--- src/verilog/scp_pkg.sv ---
// Shared constants and carriers of the serial configuration port front end
package scp_pkg;

  // Link framing
  localparam int INSTR_BITS = 16;  // Instruction word length
  localparam int BYTE_BITS = 8;  // Data byte length
  localparam int ADDR_W = 13;  // Start address field width
  localparam int ADDR_LOW_W = 8;  // Address bits that step per byte
  localparam int SYNC_STAGES = 2;  // Flip-flops ahead of any logic

  // Instruction word field positions
  localparam int INSTR_RW_POS = 15;  // Read flag, set for a read
  localparam int INSTR_LEN_HI = 14;  // Transfer length code, top bit
  localparam int INSTR_LEN_LO = 13;  // Transfer length code, low bit
  localparam int INSTR_ADDR_HI = 12;  // Start address field, top bit

  // Counter end values
  localparam logic [3:0] INSTR_LAST_BIT = 4'hF;  // Sixteenth bit index
  localparam logic [3:0] BYTE_LAST_BIT = 4'h7;  // Eighth bit index

  // Transfer length codes
  localparam logic [1:0] LEN_ONE = 2'h0;  // One byte
  localparam logic [1:0] LEN_TWO = 2'h1;  // Two bytes
  localparam logic [1:0] LEN_THREE = 2'h2;  // Three bytes
  localparam logic [1:0] LEN_STREAM = 2'h3;  // Until the byte at STREAM_END_ADDR

  // Streaming stops after the byte at this address
  localparam logic [7:0] STREAM_END_ADDR = 8'hFF;

  // Values after reset
  localparam logic [2:0] SYNC_RESET = 3'h2;  // Clock low, select high
  localparam logic [3:0] CNT_RESET = 4'h0;
  localparam logic [15:0] SHIFT_RESET = 16'h0000;
  localparam logic [7:0] BYTE_RESET = 8'h00;
  localparam logic [12:0] ADDR_RESET = 13'h0000;

  // Phase of a communication cycle
  typedef enum logic [2:0] {
    PH_IDLE = 3'b001,
    PH_INSTR = 3'b010,
    PH_DATA = 3'b100
  } phase_t;

  // Access toward the configuration register file
  typedef struct packed {
    logic write;  // One-cycle write strobe
    logic read;  // One-cycle read strobe
    logic [12:0] addr;  // Register address
    logic [7:0] data;  // Write data
  } reg_req_t;

  // Drive side of the shared data pin, as two signals
  typedef struct packed {
    logic out;  // Level driven onto the pin
    logic oe;  // High while the block drives the pin
  } pin_drive_t;

endpackage : scp_pkg

--- src/verilog/scp_sync.sv ---
`timescale 1ns/1ns
`default_nettype none

// Two-stage synchroniser for pin levels entering the mclk domain
module scp_sync
  import scp_pkg::*;
#(
  parameter int WIDTH = 3,
  parameter logic [WIDTH-1:0] RESET_VAL = '0
) (
  input wire logic mclk,
  input wire logic rst_n,
  input wire logic [WIDTH-1:0] async,
  output logic [WIDTH-1:0] synced
);

  // First stage, read only by the second stage
  logic [WIDTH-1:0] meta;

  // Both stages share one reset constant
  always_ff @(posedge mclk or negedge rst_n) begin
    if (!rst_n) begin
      meta <= RESET_VAL;
      synced <= RESET_VAL;
    end else begin
      meta <= async;
      synced <= meta;
    end
  end

endmodule : scp_sync

`default_nettype wire

--- src/verilog/serial_config_port_front.sv ---
// What this block does
// - Write bits sampled on serial clock rise
// - Read bits change on serial clock fall
// - Select high: pin released, clock ignored
// - One data pin both receives and drives
// - First rise after select falls: bit zero
// - Sixteen-bit instruction on first sixteen rises
// - Data phase only after full instruction
// - Instruction gives direction, length, start address
// - Every register readable and writable
// - Multi-byte transfers, both bit orders supported
// - Read flag, length code, 13-bit address
// - Length code: one, two, three, stream
// - Address decrements MSB-first, increments LSB-first
// - Mid-byte select rise resets; boundary stalls
`timescale 1ns/1ns
`default_nettype none

module serial_config_port_front
  import scp_pkg::*;
(
  input wire logic mclk,
  input wire logic rst_n,
  input wire logic sclk,
  input wire logic csN,
  input wire logic sdioIn,
  output logic sdioOut,
  output logic sdioOe,
  input wire logic lsbFirst,
  output reg_req_t regReq,
  input wire logic [7:0] regRdData
);

  // Whole state of the port
  typedef struct packed {
    phase_t phase;  // Cycle phase
    logic armed;  // Select seen high since last cycle
    logic sclkPrev;  // Last synced serial clock level
    logic [3:0] cnt;  // Bit index within word or byte
    logic [15:0] shift;  // Incoming bits
    logic isRead;  // Direction of the data phase
    logic stream;  // Streaming length
    logic [1:0] remain;  // Bytes left after the current one
    logic [12:0] addr;  // Address of the current byte
    logic [7:0] outShift;  // Outgoing read byte
    logic loadOut;  // Read data arrives this cycle
    reg_req_t req;  // Registered register access
    pin_drive_t pin;  // Registered pin drive
  } state_t;

  state_t s;  // Current state
  state_t next_s;  // Next state

  logic [2:0] synced;  // Synced clock, select and data
  logic sclkS;  // Synced serial clock
  logic csLow;  // Synced select, active
  logic sdioS;  // Synced data pin
  logic rise;  // Serial clock rising edge
  logic fall;  // Serial clock falling edge
  logic [15:0] shiftIn;  // Shift register with current bit
  logic [7:0] stepAddr;  // Next byte address
  logic lastByte;  // Current byte ends the transfer

  // Pins cross into mclk through two flip-flops
  scp_sync #(
    .WIDTH(3),
    .RESET_VAL(SYNC_RESET)
  ) u_sync (
    .mclk(mclk),
    .rst_n(rst_n),
    .async({sclk, csN, sdioIn}),
    .synced(synced)
  );

  assign sclkS = synced[2];
  assign csLow = !synced[1];
  assign sdioS = synced[0];

  // Edges only count while select is low
  assign rise = csLow && sclkS && !s.sclkPrev;
  assign fall = csLow && !sclkS && s.sclkPrev;

  // Bit order of the incoming shift follows the current mode
  always_comb begin
    if (lsbFirst) begin
      shiftIn = {sdioS, s.shift[15:1]};
    end else begin
      shiftIn = {s.shift[14:0], sdioS};
    end
  end

  // Address generator and end of transfer
  always_comb begin
    if (lsbFirst) begin
      stepAddr = s.addr[7:0] + 8'h01;
    end else begin
      stepAddr = s.addr[7:0] - 8'h01;
    end
    if (s.stream) begin
      lastByte = (s.addr[7:0] == STREAM_END_ADDR);
    end else begin
      lastByte = (s.remain == 2'h0);
    end
  end

  // Next-state logic
  always_comb begin
    next_s = s;
    next_s.sclkPrev = sclkS;
    next_s.req.write = 1'b0;
    next_s.req.read = 1'b0;
    next_s.loadOut = s.req.read;
    // Read data one cycle after its strobe
    if (s.loadOut) begin
      next_s.outShift = regRdData;
    end
    unique case (s.phase)
      PH_IDLE: begin
        if (!csLow) begin
          next_s.armed = 1'b1;
        end else if (rise && s.armed) begin
          // First rise of a new cycle is bit zero
          next_s.armed = 1'b0;
          next_s.shift = shiftIn;
          next_s.cnt = 4'h1;
          next_s.phase = PH_INSTR;
        end
      end
      PH_INSTR: begin
        if (!csLow) begin
          // Off a byte boundary the port starts over
          if (s.cnt[2:0] != 3'h0) begin
            next_s.phase = PH_IDLE;
            next_s.armed = 1'b1;
          end
        end else if (rise) begin
          next_s.shift = shiftIn;
          next_s.cnt = s.cnt + 4'h1;
          if (s.cnt == INSTR_LAST_BIT) begin
            // Full instruction in hand: decode it
            next_s.phase = PH_DATA;
            next_s.cnt = CNT_RESET;
            next_s.isRead = shiftIn[INSTR_RW_POS];
            next_s.stream = (shiftIn[INSTR_LEN_HI:INSTR_LEN_LO]
              == LEN_STREAM);
            next_s.remain = shiftIn[INSTR_LEN_HI:INSTR_LEN_LO];
            next_s.addr = shiftIn[INSTR_ADDR_HI:0];
            // A read fetches its first byte at once
            next_s.req.read = shiftIn[INSTR_RW_POS];
            next_s.req.addr = shiftIn[INSTR_ADDR_HI:0];
          end
        end
      end
      PH_DATA: begin
        if (!csLow) begin
          if (s.cnt[2:0] != 3'h0) begin
            next_s.phase = PH_IDLE;
            next_s.armed = 1'b1;
          end
        end else begin
          // Read bits leave on falling edges
          if (fall && s.isRead) begin
            if (lsbFirst) begin
              next_s.pin.out = s.outShift[0];
              next_s.outShift = {1'b0, s.outShift[7:1]};
            end else begin
              next_s.pin.out = s.outShift[7];
              next_s.outShift = {s.outShift[6:0], 1'b0};
            end
          end
          if (rise) begin
            next_s.shift = shiftIn;
            next_s.cnt = s.cnt + 4'h1;
            if (s.cnt == BYTE_LAST_BIT) begin
              // Byte complete: store it or fetch the next one
              next_s.cnt = CNT_RESET;
              next_s.remain = s.remain - 2'h1;
              next_s.addr = {s.addr[12:8], stepAddr};
              if (!s.isRead) begin
                next_s.req.write = 1'b1;
                next_s.req.addr = s.addr;
                next_s.req.data = shiftIn[7:0];
                if (lsbFirst) begin
                  next_s.req.data = shiftIn[15:8];
                end
              end else if (!lastByte) begin
                next_s.req.read = 1'b1;
                next_s.req.addr = {s.addr[12:8], stepAddr};
              end
              if (lastByte) begin
                next_s.phase = PH_IDLE;
              end
            end
          end
        end
      end
      default: begin
        next_s.phase = PH_IDLE;
      end
    endcase
    // Pin driven only in the read data phase with select low
    next_s.pin.oe = (next_s.phase == PH_DATA) && next_s.isRead
      && csLow;
  end

  // State register
  always_ff @(posedge mclk or negedge rst_n) begin
    if (!rst_n) begin
      s.phase <= PH_IDLE;
      s.armed <= 1'b0;
      s.sclkPrev <= 1'b0;
      s.cnt <= CNT_RESET;
      s.shift <= SHIFT_RESET;
      s.isRead <= 1'b0;
      s.stream <= 1'b0;
      s.remain <= 2'h0;
      s.addr <= ADDR_RESET;
      s.outShift <= BYTE_RESET;
      s.loadOut <= 1'b0;
      s.req <= '0;
      s.pin <= '0;
    end else begin
      s <= next_s;
    end
  end

  // Outputs straight from flip-flops
  assign sdioOut = s.pin.out;
  assign sdioOe = s.pin.oe;
  assign regReq = s.req;

  // Checks
  property p_oeOnlyRead;
    @(posedge mclk) disable iff (!rst_n)
      sdioOe |-> (s.phase == PH_DATA) && s.isRead;
  endproperty
  a_oeOnlyRead: assert property (p_oeOnlyRead)
    else $error("data pin driven outside read data phase");

  property p_csHighReleases;
    @(posedge mclk) disable iff (!rst_n)
      !csLow |=> !sdioOe;
  endproperty
  a_csHighReleases: assert property (p_csHighReleases)
    else $error("data pin driven while select high");

  property p_outOnFall;
    @(posedge mclk) disable iff (!rst_n)
      $changed(sdioOut) |-> $past(fall);
  endproperty
  a_outOnFall: assert property (p_outOnFall)
    else $error("read bit changed without a falling edge");

  property p_startBitZero;
    @(posedge mclk) disable iff (!rst_n)
      (s.phase == PH_IDLE) && s.armed && rise |=>
        (s.phase == PH_INSTR) && (s.cnt == 4'h1);
  endproperty
  a_startBitZero: assert property (p_startBitZero)
    else $error("cycle did not start on first rise");

  property p_instrDone;
    @(posedge mclk) disable iff (!rst_n)
      (s.phase == PH_INSTR) && rise && (s.cnt == INSTR_LAST_BIT) |=>
        (s.phase == PH_DATA) && (s.cnt == CNT_RESET);
  endproperty
  a_instrDone: assert property (p_instrDone)
    else $error("data phase not entered after sixteen bits");

  property p_dataAfterInstr;
    @(posedge mclk) disable iff (!rst_n)
      $rose(s.phase == PH_DATA) |-> $past(s.phase) == PH_INSTR;
  endproperty
  a_dataAfterInstr: assert property (p_dataAfterInstr)
    else $error("data phase entered early");

  property p_readFetch;
    @(posedge mclk) disable iff (!rst_n)
      $rose(s.phase == PH_DATA) && s.isRead |-> s.req.read
        ##1 s.loadOut ##1 (s.outShift == $past(regRdData));
  endproperty
  a_readFetch: assert property (p_readFetch)
    else $error("read start did not fetch first byte");

  property p_writeStrobe;
    @(posedge mclk) disable iff (!rst_n)
      (s.phase == PH_DATA) && !s.isRead && rise
        && (s.cnt == BYTE_LAST_BIT) |=> s.req.write && (s.req.addr
        == $past(s.addr));
  endproperty
  a_writeStrobe: assert property (p_writeStrobe)
    else $error("write byte not stored after eighth bit");

  property p_addrStep;
    @(posedge mclk) disable iff (!rst_n)
      (s.phase == PH_DATA) && rise && (s.cnt == BYTE_LAST_BIT)
        && !lsbFirst |=> s.addr[7:0] == $past(s.addr[7:0]) - 8'h01;
  endproperty
  a_addrStep: assert property (p_addrStep)
    else $error("address did not decrement");

  property p_midByteReset;
    @(posedge mclk) disable iff (!rst_n)
      !csLow && (s.phase != PH_IDLE) && (s.cnt[2:0] != 3'h0) |=>
        (s.phase == PH_IDLE);
  endproperty
  a_midByteReset: assert property (p_midByteReset)
    else $error("mid-byte select rise did not reset");

  property p_oneByteEnds;
    @(posedge mclk) disable iff (!rst_n)
      (s.phase == PH_DATA) && !s.stream && (s.remain == LEN_ONE)
        && rise && (s.cnt == BYTE_LAST_BIT) |=> s.phase == PH_IDLE;
  endproperty
  a_oneByteEnds: assert property (p_oneByteEnds)
    else $error("transfer ran past its last byte");

  c_write: cover property (@(posedge mclk) disable iff (!rst_n)
    s.req.write);
  c_readDrive: cover property (@(posedge mclk) disable iff (!rst_n)
    sdioOe ##1 !sdioOe);
  c_stall: cover property (@(posedge mclk) disable iff (!rst_n)
    (s.phase == PH_DATA) && !csLow && (s.cnt == CNT_RESET));
  c_stream: cover property (@(posedge mclk) disable iff (!rst_n)
    s.stream && $fell(s.phase == PH_DATA));

endmodule : serial_config_port_front

`default_nettype wire
--- config.mk ---
export PLATFORM = sky130hd
export DESIGN_NAME = serial_config_port_front
export DESIGN_NICKNAME = d
export VERILOG_FILES = /design/src/verilog/scp_pkg.sv /design/src/verilog/scp_sync.sv /design/src/verilog/serial_config_port_front.sv
export SDC_FILE = /design/constraint.sdc
export NUM_CORES = 1
export LEC_CHECK = 0
export BUFFER_PORTS_ARGS = -buffer_cell sky130_fd_sc_hd__buf_2
export CAP_MARGIN = 30
export CORE_MARGIN = 2
export CORE_UTILIZATION = 59
export CTS_CLUSTER_DIAMETER = 100
export CTS_CLUSTER_SIZE = 25
export DETAILED_ROUTE_END_ITERATION = 7
export GPL_ROUTABILITY_DRIVEN = 1
export PLACE_DENSITY = 0.84
export SYNTH_ARGS = -nofsm -noshare
export SYNTH_HDL_FRONTEND = slang
export SYNTH_SLANG_ARGS = --single-unit
--- constraint.sdc ---
create_clock -name mclk -period 2.6 [get_ports mclk]
set_input_delay 0.39 -clock mclk [delete_from_list [all_inputs] [get_ports mclk]]
set_output_delay 0.39 -clock mclk [all_outputs]
set_load 0.02 [all_outputs]
==> impl_results.md, run 1 <==
* Status: finished clean
* Worst Path Buf+Inv at 1
* Chip height at 88.6 um
* ANT nets after route at 0
* #FFs+latches synth at 82
* Max VDD drop at approximately 380 uV
* Global route total overflow at 0
* CTS tree: done
* Crit-path slowest cell: dfstp_2
* CP Capture Type: flip-flop
* # DRC at 0
* Synth warn at 0
* Worst setup SP type: flip-flop
* CP Data Arrival Time at approximately 2600 ps
* Hold wc startpoint: csN
* Clock share of power at 38.3%
* Setup_tns at 0 ps
* DR vias at 3,357
* Hold Path Stages at 1
* Ys flop type: dfrtp_1
* Synth Area per Inst at 9.69 um2
* Worst reg2reg path depth at 7
* Sw Ratio at 27.5%
* Tmin final at 2260 ps
* Most used cell, CP: nor2_1
* Die W at 88.6 um
* WS Path Type: reg -> reg
* Final Cell Area at 4590 um2
* R2r startpoint: s[73]$_DFF_PN1_
* Sequential power share at between 50% and 60%
* Post-layout nets at around 470
* TritonCTS Buffers at 9
* Vias in the first global route at between 3,000 and 4,000
* Worst Tran Pin Value at around 630 ps
* GPL Wtd Cong at 0.897
* GRT Resource Usage Total at 25.6%
* Initial DRC count at around 290
* First-pass DRT Iterations at 5
* Mux contribution to synthesized area at around 5.0%
* Area of the core at a little under 7000 um2
* Avg WL per Cell at approximately 17 um
* Area share of the largest cell type after synthesis at a little under half
* Crit path cell chain: or3b_2 -> nor2_1 -> nand2_1 -> a21oi_2 -> buf_4 -> nor2_1 -> a21oi_1
* Synth area leader: dfrtp_1
* Max Clk Rate at between 400 and 500 MHz
* WL final at 9310 um
* Number of synthesized flops with an enable pin at 0
* CP required at 2890 ps
* Clk sinks at ~80
* Final setup fails at 0
* Initial antenna violation count at 0
* Final Max Slew Viols at 0
* Most common cell in the netlist: dfrtp_1
* Die area at between 7000 and 8000 um2
* Pwr Density at 613 nW/um2
* Initial Utilization at 61.5%
* Synth Area in XOR/XNOR at under 10%
* PortBufs at 38
* Sw power at ~0.77 mW
* Leakage at around 2.0 nW
* Most area-consuming cells after synthesis: dfrtp_1, a21oi_1, nor2_1
* Largest family of logic cells by synthesized area: compound AO/OA/AOI/OAI gates
* Htree depth at 3
* Syn Nets at 460
* Synth cell types at 56
* DPL Wire Length at 6420 um
* Simple-gate portion of the synthesized area at roughly 16%
* Clock Tree Buf Depth at 2
* Largest stage delay, worst path at 610 ps
* Top post-synthesis cells by count: dfrtp_1, a21oi_1, nor2_1, nand2_1, buf_4
* FF-to-FF setup slack at 340 ps
* CTS root buf: clkbuf_8
* Cell Int Power at between 2 and 2.5 mW
* Hold WC Path Type: in -> reg
* Largest net degree at the start of global routing at 49
* Post-synth ARST share at between 90% and 100%
* Cell Rows at 30
* Total of max-cap violations at 0
* Synth Area in Compound Gates at a little under a fifth
* Via density at 6.11
* Final hold vios at 0
* Clk pin slew, worst setup/hold paths at 90 ps
* Area growth, synth to finish at 8.53%
* Ratio of cells with drive above 1 in the final layout at 17.9%
* Crit path max-delay family: simple AND/OR/NAND/NOR gates
* I/O pins at 39
* Crit Path Max Fanout at 33
* Final worst path period share at between 80% and 90%
* First-pass GRT wire length at roughly 15,000 um
* Seq/Total Area, Yosys at 48.6%
* Slew margin rel. at around three fifths
* Mapped Cells at roughly 440
* Layout Skew at between 8 and 9 ps
* Synthesized area at around 4200 um2
* Diodes inserted at 0
* Dpl cell area at approximately 4300 um2
* Setup Buffers After CTS at 0
* Logic pwr share at roughly 11%
* Synth Area in Adders at ~3.1%
* RSZ-0062 raised after global routing: no
* Skew-Pair Late Insertion Delay at between 300 and 400 ps
* Number of cells on the critical path at 7
* Critical path launch point: s[73]$_DFF_PN1_
==> metrics by stage <==
step | worst slack (ps) | std cells | hold slack, ps | total power, mW | util [%]
finish | 338 | 549 | 115 | 2.81 | 66.8
global route | 87.5 | 549 | 104 | 2.92 | 66.8
CTS | 251 | 549 | 105 | 2.82 | 66.7
detailed placement | 246 | 532 | 341 | 1.76 | 63.2
global placement | 359 | 532 | 334 | 1.73 | 63.2
floorplan | 36.8 | 436 | 94.4 | 1.64 | -
==> timing repair <==
item | CTS | global route
resized for setup | 0 | 1
endpoints found under the setup margin | 0 | 7
hold buffers | 1 | 0
endpoints found under the hold margin | 34 | 0
==> final cells by class <==
type	instances	area, um2
Inverter	8	30.0
Clock inverter	7	106
Multi-Input combinational cell	301	1880
Fill cell	542	2280
Tap cell	96	120
Timing Repair Buffer	46	268
Clock buffer	9	124
Sequential cell	82	2060
==> routing by layer <==
metal / vias to the layer above / routed length, um / global-route usage, %
li1: 1556 / - / -
met1: 1646 / 3960 / 32.8
met2: 128 / 4560 / 41.5
met3: 27 / 530 / 6.34
met4: 0 / 250 / 10.6
met5: - / 0 / 0
==> cells in the final DEF, fill, tap and decap left out, types with 9 or more instances in the layout <==
master / Yosys / routed
mux2i_1: 19 / 19
buf_2: 6 / 37
clkbuf_8: 0 / 9
nor2b_1: 15 / 15
a21oi_1: 63 / 63
o21ai_0: 19 / 19
nand2_1: 28 / 28
dfrtp_1: 79 / 79
nor2_1: 52 / 52
==> power groups by stage <==
stage | clock [mW] | combinational, mW | sequential, mW
finish | 1.08 | 0.314 | 1.42
global route | 1.13 | 0.355 | 1.43
CTS | 1.09 | 0.315 | 1.42
detailed placement | 0 | 0.312 | 1.44
global placement | 0 | 0.294 | 1.44
floorplan | 0 | 0.220 | 1.42
==> kinds of logic after synthesis <==
| kind of cell | count (synthesis) |
|---|---|
| fa+ha+maj | 10 |
| buf+inv | 53 |
| simple gates | 135 |
| compound gates | 129 |
| flops | 82 |
| mux | 21 |
| xor+xnor | 6 |
==> state kept, by name, indices dropped and copies added (netlist names) <==
register       flops
regReq            23
s                 51
sdioOe             1
sdioOut            1
u_sync.meta        3
u_sync.synced      3
==> final timing paths <==
kind,to
min reg2reg,u_sync.synced[2]$_DFF_PN0_
max reg2reg,s[55]$_DFFE_PN0P_
max,s[55]$_DFFE_PN0P_
min,u_sync.meta[1]$_DFF_PN1_
max in group asynchronous,u_sync.synced[1]$_DFF_PN1_
min in group asynchronous,s[41]$_DFFE_PN0P_
Power figures use the tool's default switching activity.
==> inputs of run 2 (changes only) <==
--- a/config.mk
+++ b/config.mk
@@ -8,12 +8,13 @@
 export BUFFER_PORTS_ARGS = -buffer_cell sky130_fd_sc_hd__buf_2
 export CAP_MARGIN = 30
 export CORE_MARGIN = 2
-export CORE_UTILIZATION = 59
+export CORE_UTILIZATION = 62
+export CTS_BUF_LIST = sky130_fd_sc_hd__clkbuf_8
 export CTS_CLUSTER_DIAMETER = 100
 export CTS_CLUSTER_SIZE = 25
 export DETAILED_ROUTE_END_ITERATION = 7
 export GPL_ROUTABILITY_DRIVEN = 1
-export PLACE_DENSITY = 0.84
+export PLACE_DENSITY = 0.88
 export SYNTH_ARGS = -nofsm -noshare
 export SYNTH_HDL_FRONTEND = slang
 export SYNTH_SLANG_ARGS = --single-unit
==> run 2 against run 1 <==
Effect of this change: first-iteration DRC count rose by 29%; cell area is 1.2% lower; critical endpoint is now regReq[15]$_DFFE_PN0P_; via count down 1.9%; sequential power is essentially flat; setup slack worse by 130 ps; critical path depth stayed put; final cell count is 2.6% lower; clock power fell by 22%; non-clock buffer count is 2 higher; highest routed layer unchanged; largest power group unchanged.
==> impl_results.md, run 2 (synthesis results as in run 1) <==
* Skew-Pair Late Insertion Delay at around 350 ps
* Hold WC Path Type: in -> reg
* R2r endpoint: regReq[15]$_DFFE_PN0P_
* Hold Path Stages at 1
* Cell Rows at 30
* Ratio of cells with drive above 1 in the final layout at between 10% and 20%
* TritonCTS Buffers at 9
* Final Cell Area at ~4500 um2
* ANT nets after route at 0
* Largest net degree at the start of global routing at slightly above 60
* Most common cell after layout, fill and taps aside: dfrtp_1
* Max Clk Rate at around 420 MHz
* CTS-repair resized insts at 0
* Dpl cell area at approximately 4300 um2
* Clock Tree Buf Depth at 2
* Crit Path Max Fanout at 17
* WL met3 at around 570 um
* Crit path max-delay family: simple AND/OR/NAND/NOR gates
* Post-route worst setup slack at between 200 and 250 ps
* Via density at around 6
* Clk pin slew, worst setup/hold paths at around 90 ps
* CTS tree: done
* Worst slack, placed at around 200 ps
* Worst Path Buf+Inv at 1
* Area growth, synth to finish at 7.22%
* CP required at roughly 2900 ps
* First-pass GRT wire length at around 16,000 um
* Largest register by flop count: s
* # fillers at 508
* PortBufs at 38
* Die area at between 7000 and 8000 um2
* RSZ-0062 raised after global routing: no
* Hold endpoint: u_sync.meta[1]$_DFF_PN1_
* Fin util at around 68%
* First-pass DRT Iterations at 5
* Top routing layer in use: met4
* Max reg flops at 51
* Worst reg2reg path depth at 7
* Register area at around 2100 um2
* WS Path Type: reg -> reg
* Initial antenna violation count at 0
* Final Max Slew Viols at 0
* WL met1 at about 4000 um
* Global route total overflow at 0
* Final hold vios at 0
* Htree depth at 3
* DR vias at 3,293
* # DRC at 0
* Die W at about 87 um
* Slew margin rel. at 26.8%
* CP Data Arrival Time at 2670 ps
* Multi-input logic area at 1880 um2
* Final Non-Filler Cells at ~540
* GPL Wtd Cong at ~1.0
* Diodes inserted at 0
* Chip height at roughly 87 um
* WL final at about 9300 um
* Initial DRC count at roughly 370
* FF-to-FF setup slack at ~210 ps
* Worst setup SP type: flip-flop
* Crit-path slowest cell: dfrtp_1
* CTS root buf: clkbuf_8
* Avg WL per Cell at around 17 um
* Tmin final at ~2400 ps
* Hold wc startpoint: csN
* Initial Utilization at 63.3%
* Layout Skew at 11.3 ps
* Post-CTS Hold Fix Bufs at 1
* Total of max-cap violations at 0
* GRT Resource Usage Total at 26.7%
* R2r startpoint: u_sync.synced[2]$_DFF_PN0_
* Max VDD drop at 478 uV
* Area of the core at 6680 um2
* Met2 routed WL at around 4400 um
* Leakage at about 2.0 nW
* Worst Tran Pin Value at around 1100 ps
* Crit path cell chain: or3b_1 -> nor3_1 -> nand4_1 -> buf_4 -> nor2_1 -> a221oi_1 -> o21ai_1
* Clk sinks at between 80 and 90
* DPL Wire Length at between 6000 and 7000 um
* Vias in the first global route at between 3,000 and 4,000
* Pwr Density at around 570 nW/um2
* Setup Buffers After CTS at 0
* Largest stage delay, worst path at 440 ps
* Final worst path period share at 92.1%
* Post-layout nets at about 470
* Final setup fails at 0
* Cells after DPL at 518
* I/O pins at 39
* CP Capture Type: flip-flop
* Setup_tns at 0 ps
* Status: finished clean
* Most frequent cells in the layout: dfrtp_1, a21oi_1, nor2_1
-- run 2: worst max path at each step --
stage	from	to	slack, ps	depth (start not counted)
floorplan	lsbFirst	s[41]$_DFFE_PN0P_	40	11
global placement	lsbFirst	s[41]$_DFFE_PN0P_	310	9
detailed placement	lsbFirst	s[41]$_DFFE_PN0P_	200	9
CTS	u_sync.synced[2]$_DFF_PN0_	sdioOe$_DFF_PN0_	260	5
global route	s[39]$_DFFE_PN0P_	regReq[10]$_DFFE_PN0P_	40	6
finish	u_sync.synced[2]$_DFF_PN0_	regReq[15]$_DFFE_PN0P_	210	7
-- run 2: worst register-to-register path, cell delays in order, from the launching register on --
cell and delay, ps:
dfrtp_1 440, or3b_1 420, nor3_1 290, nand4_1 410
buf_4 360, nor2_1 200, a221oi_1 70, o21ai_1 150
-- run 2: power by group --
part / switching, mW / internal, mW
Combinational: 0.192 / 0.126
Sequential: 0.0702 / 1.35
Clock: 0.490 / 0.353
Total: 0.752 / 1.83
-- run 2: metrics by stage --
step           hold slack [ps]  power [mW]
2_1_floorplan             94.4        1.64
3_3_place_gp               333        1.73
3_5_place_dp               310        1.76
4_1_cts                    119        2.59
5_1_grt                    114        2.70
6_report                   134        2.58
-- run 2: cell type report --
| cell class | count | share of cell area, % |
|---|---|---|
| clock buffer | 9 | 2.73 |
| clock inverter | 7 | 1.16 |
| inverter | 8 | 0.663 |
| multi-input combinational | 301 | 41.5 |
| sequential | 82 | 45.4 |
| tap | 80 | 2.21 |
| timing repair buffer | 48 | 6.41 |
-- run 2: routing by layer --
| metal | track usage (%) | up-vias |
|---|---|---|
| met2 | 40.9 | 138 |
| li1 | - | 1549 |
| met3 | 5.24 | 34 |
| met5 | 0 | - |
| met4 | 12.5 | 0 |
| met1 | 36.9 | 1572 |
==> inputs of run 3 (changes only) <==
--- a/config.mk
+++ b/config.mk
@@ -9,7 +9,7 @@
 export CAP_MARGIN = 30
 export CORE_MARGIN = 2
 export CORE_UTILIZATION = 62
-export CTS_BUF_LIST = sky130_fd_sc_hd__clkbuf_8
+export CTS_BUF_LIST = sky130_fd_sc_hd__clkbuf_4 sky130_fd_sc_hd__clkbuf_8
 export CTS_CLUSTER_DIAMETER = 100
 export CTS_CLUSTER_SIZE = 25
 export DETAILED_ROUTE_END_ITERATION = 7
==> run 3 against run 2 <==
Effect of this change: total power rose by 0.63%; final cell count unchanged; die area unchanged; critical path type unchanged; highest routed layer unchanged.
==> impl_results.md, run 3 (synthesis results as in run 1) <==
* PortBufs at 38
* Initial Utilization at a little over three fifths
* GPL Wtd Cong at 1.00
* First-pass DRT Iterations at 5
* Chip height at between 80 and 90 um
* Initial DRC count at around 380
* Clk pin slew, worst setup/hold paths at 80 ps
* Sw power at between 0.7 and 0.8 mW
* Global route total overflow at 0
* Pwr Density at about 570 nW/um2
* Worst Path Buf+Inv at 0
* Ratio of cells with drive above 1 in the final layout at ~18%
* Area of the core at between 6000 and 7000 um2
* Max Clk Rate at approximately 420 MHz
* Sequential power share at 54.7%
* Cell Int Power at 1.85 mW
* # fillers at about 510
* Cells after DPL at around 520
* Skew-Pair Late Insertion Delay at between 300 and 400 ps
* Largest stage delay, worst path at between 400 and 500 ps
* CTS tree: done
* Die W at ~87 um
* TritonCTS Buffers at 9
* First-pass GRT wire length at 15,600 um
* Max reg flops at between 50 and 60
* Most frequent cells in the layout: dfrtp_1, a21oi_1, nor2_1
* Worst slack, placed at 200 ps
* Final Cell Area at between 4000 and 5000 um2
* Hold endpoint: u_sync.meta[1]$_DFF_PN1_
* Dpl cell area at between 4000 and 5000 um2
* Clock share of power at roughly a third
* Worst reg2reg path depth at 5
* Sw Ratio at 29.0%
* Post-layout nets at ~470
* Clk sinks at 82
* WS Path Type: reg -> reg
* Clock Tree Buf Depth at 2
* Crit Path Max Fanout at 8
* Setup_tns at 0 ps
* Leakage at roughly 2.0 nW
* CP required at 2830 ps
* GRT Resource Usage Total at a little over a quarter
* Logic pwr share at around an eighth
* R2r startpoint: u_sync.synced[2]$_DFF_PN0_
* Multi-input logic area at around 1900 um2
* ANT nets after route at 0
* DR vias at between 3,000 and 4,000
* Diodes inserted at 0
* Layout Skew at 12.9 ps
* Largest register by flop count: s
* Vias in the first global route at approximately 3,300
* Total of max-cap violations at 0
* Crit-path slowest cell: dfrtp_1
* Register area at slightly above 2000 um2
* Final setup fails at 0
* RSZ-0062 raised after global routing: no
* Crit path cell chain: or3b_1 -> nor3_1 -> nand4_1 -> o21ai_0 -> nor4b_1
* Die area at ~7500 um2
* Crit path max-delay family: simple AND/OR/NAND/NOR gates
* CTS root buf: clkbuf_8
* Tmin final at 2370 ps
* Largest net degree at the start of global routing at 62
* CTS-repair resized insts at 0
* Tot Pwr at 2.60 mW
* Final Max Slew Viols at 0
* Final worst path period share at 91.3%
* Avg WL per Cell at 17.4 um
* Hold WC Path Type: in -> reg
* Status: finished clean
* Final hold vios at 0
* Hold wc startpoint: csN
* Slew margin rel. at around a quarter
* Initial antenna violation count at 0
* Worst Tran Pin Value at around 1100 ps
* Cell Rows at 30
* WL final at 9290 um
* Max VDD drop at approximately 480 uV
* Most common cell after layout, fill and taps aside: dfrtp_1
* Hold Path Stages at 1
* Htree depth at 3
* Via density at approximately 6.2
* Final Non-Filler Cells at approximately 540
* Worst setup SP type: flip-flop
* Area growth, synth to finish at 7.31%
* CP Data Arrival Time at 2600 ps
* R2r endpoint: sdioOe$_DFF_PN0_
* FF-to-FF setup slack at ~230 ps
* CP Capture Type: flip-flop
* # DRC at 0
* I/O pins at 39
* DPL Wire Length at 6600 um
* Post-route worst setup slack at 227 ps
## run 3: cell types whose count changed in the layout (fill, tap and decap cells not counted), sizes merged
| cell | before | now |
|---|---|---|
| inv | 12 | 11 |
| clkbuf | 9 | 10 |
## run 3: area by class of cell
class,count,area share [%]
Inverter,8,0.662
Clock inverter,6,1.08
Tap cell,80,2.21
Sequential cell,82,45.3
Timing Repair Buffer,48,6.40
Multi-Input combinational cell,301,41.4
Clock buffer,10,2.90
## run 3: worst max path at each step
stage / depth (start not counted) / to / startpoint / slack (ps)
global route: 6 / regReq[10]$_DFFE_PN0P_ / s[39]$_DFFE_PN0P_ / 40
finish: 5 / sdioOe$_DFF_PN0_ / u_sync.synced[2]$_DFF_PN0_ / 230
CTS: 5 / sdioOe$_DFF_PN0_ / u_sync.synced[2]$_DFF_PN0_ / 260
global placement: 9 / s[41]$_DFFE_PN0P_ / lsbFirst / 310
floorplan: 11 / s[41]$_DFFE_PN0P_ / lsbFirst / 40
detailed placement: 9 / s[41]$_DFFE_PN0P_ / lsbFirst / 200
## run 3: power groups by stage
stage / sequential, mW / clock [mW] / combinational, mW
after floorplan: 1.42 / 0 / 0.220
after global placement: 1.44 / 0 / 0.291
after detailed placement: 1.44 / 0 / 0.315
after CTS: 1.42 / 0.872 / 0.317
after global routing: 1.43 / 0.928 / 0.358
final: 1.42 / 0.859 / 0.318
## run 3: per-stage QoR
step           hold slack, ps  util [%]
2_1_floorplan            94.4         -
3_3_place_gp              333      64.6
3_5_place_dp              310      65.0
4_1_cts                   119      67.9
5_1_grt                   114      67.9
6_report                  134      67.9
## run 3: timing repair
| action | in CTS | in global routing |
|---|---|---|
| hold buffers | 1 | 0 |
| endpoints found under the setup margin | 0 | 0 |
| setup buffers | 0 | 0 |
| hold endpoints to repair | 21 | 0 |
## run 3: layer usage
metal	global-route usage [%]	part of all wire [%]	vias to the layer above
li1	-	-	1549
met1	36.9	43	1548
met2	40.9	47	164
met3	5.24	6.8	32
met4	12.5	3.4	0
met5	0	0	-
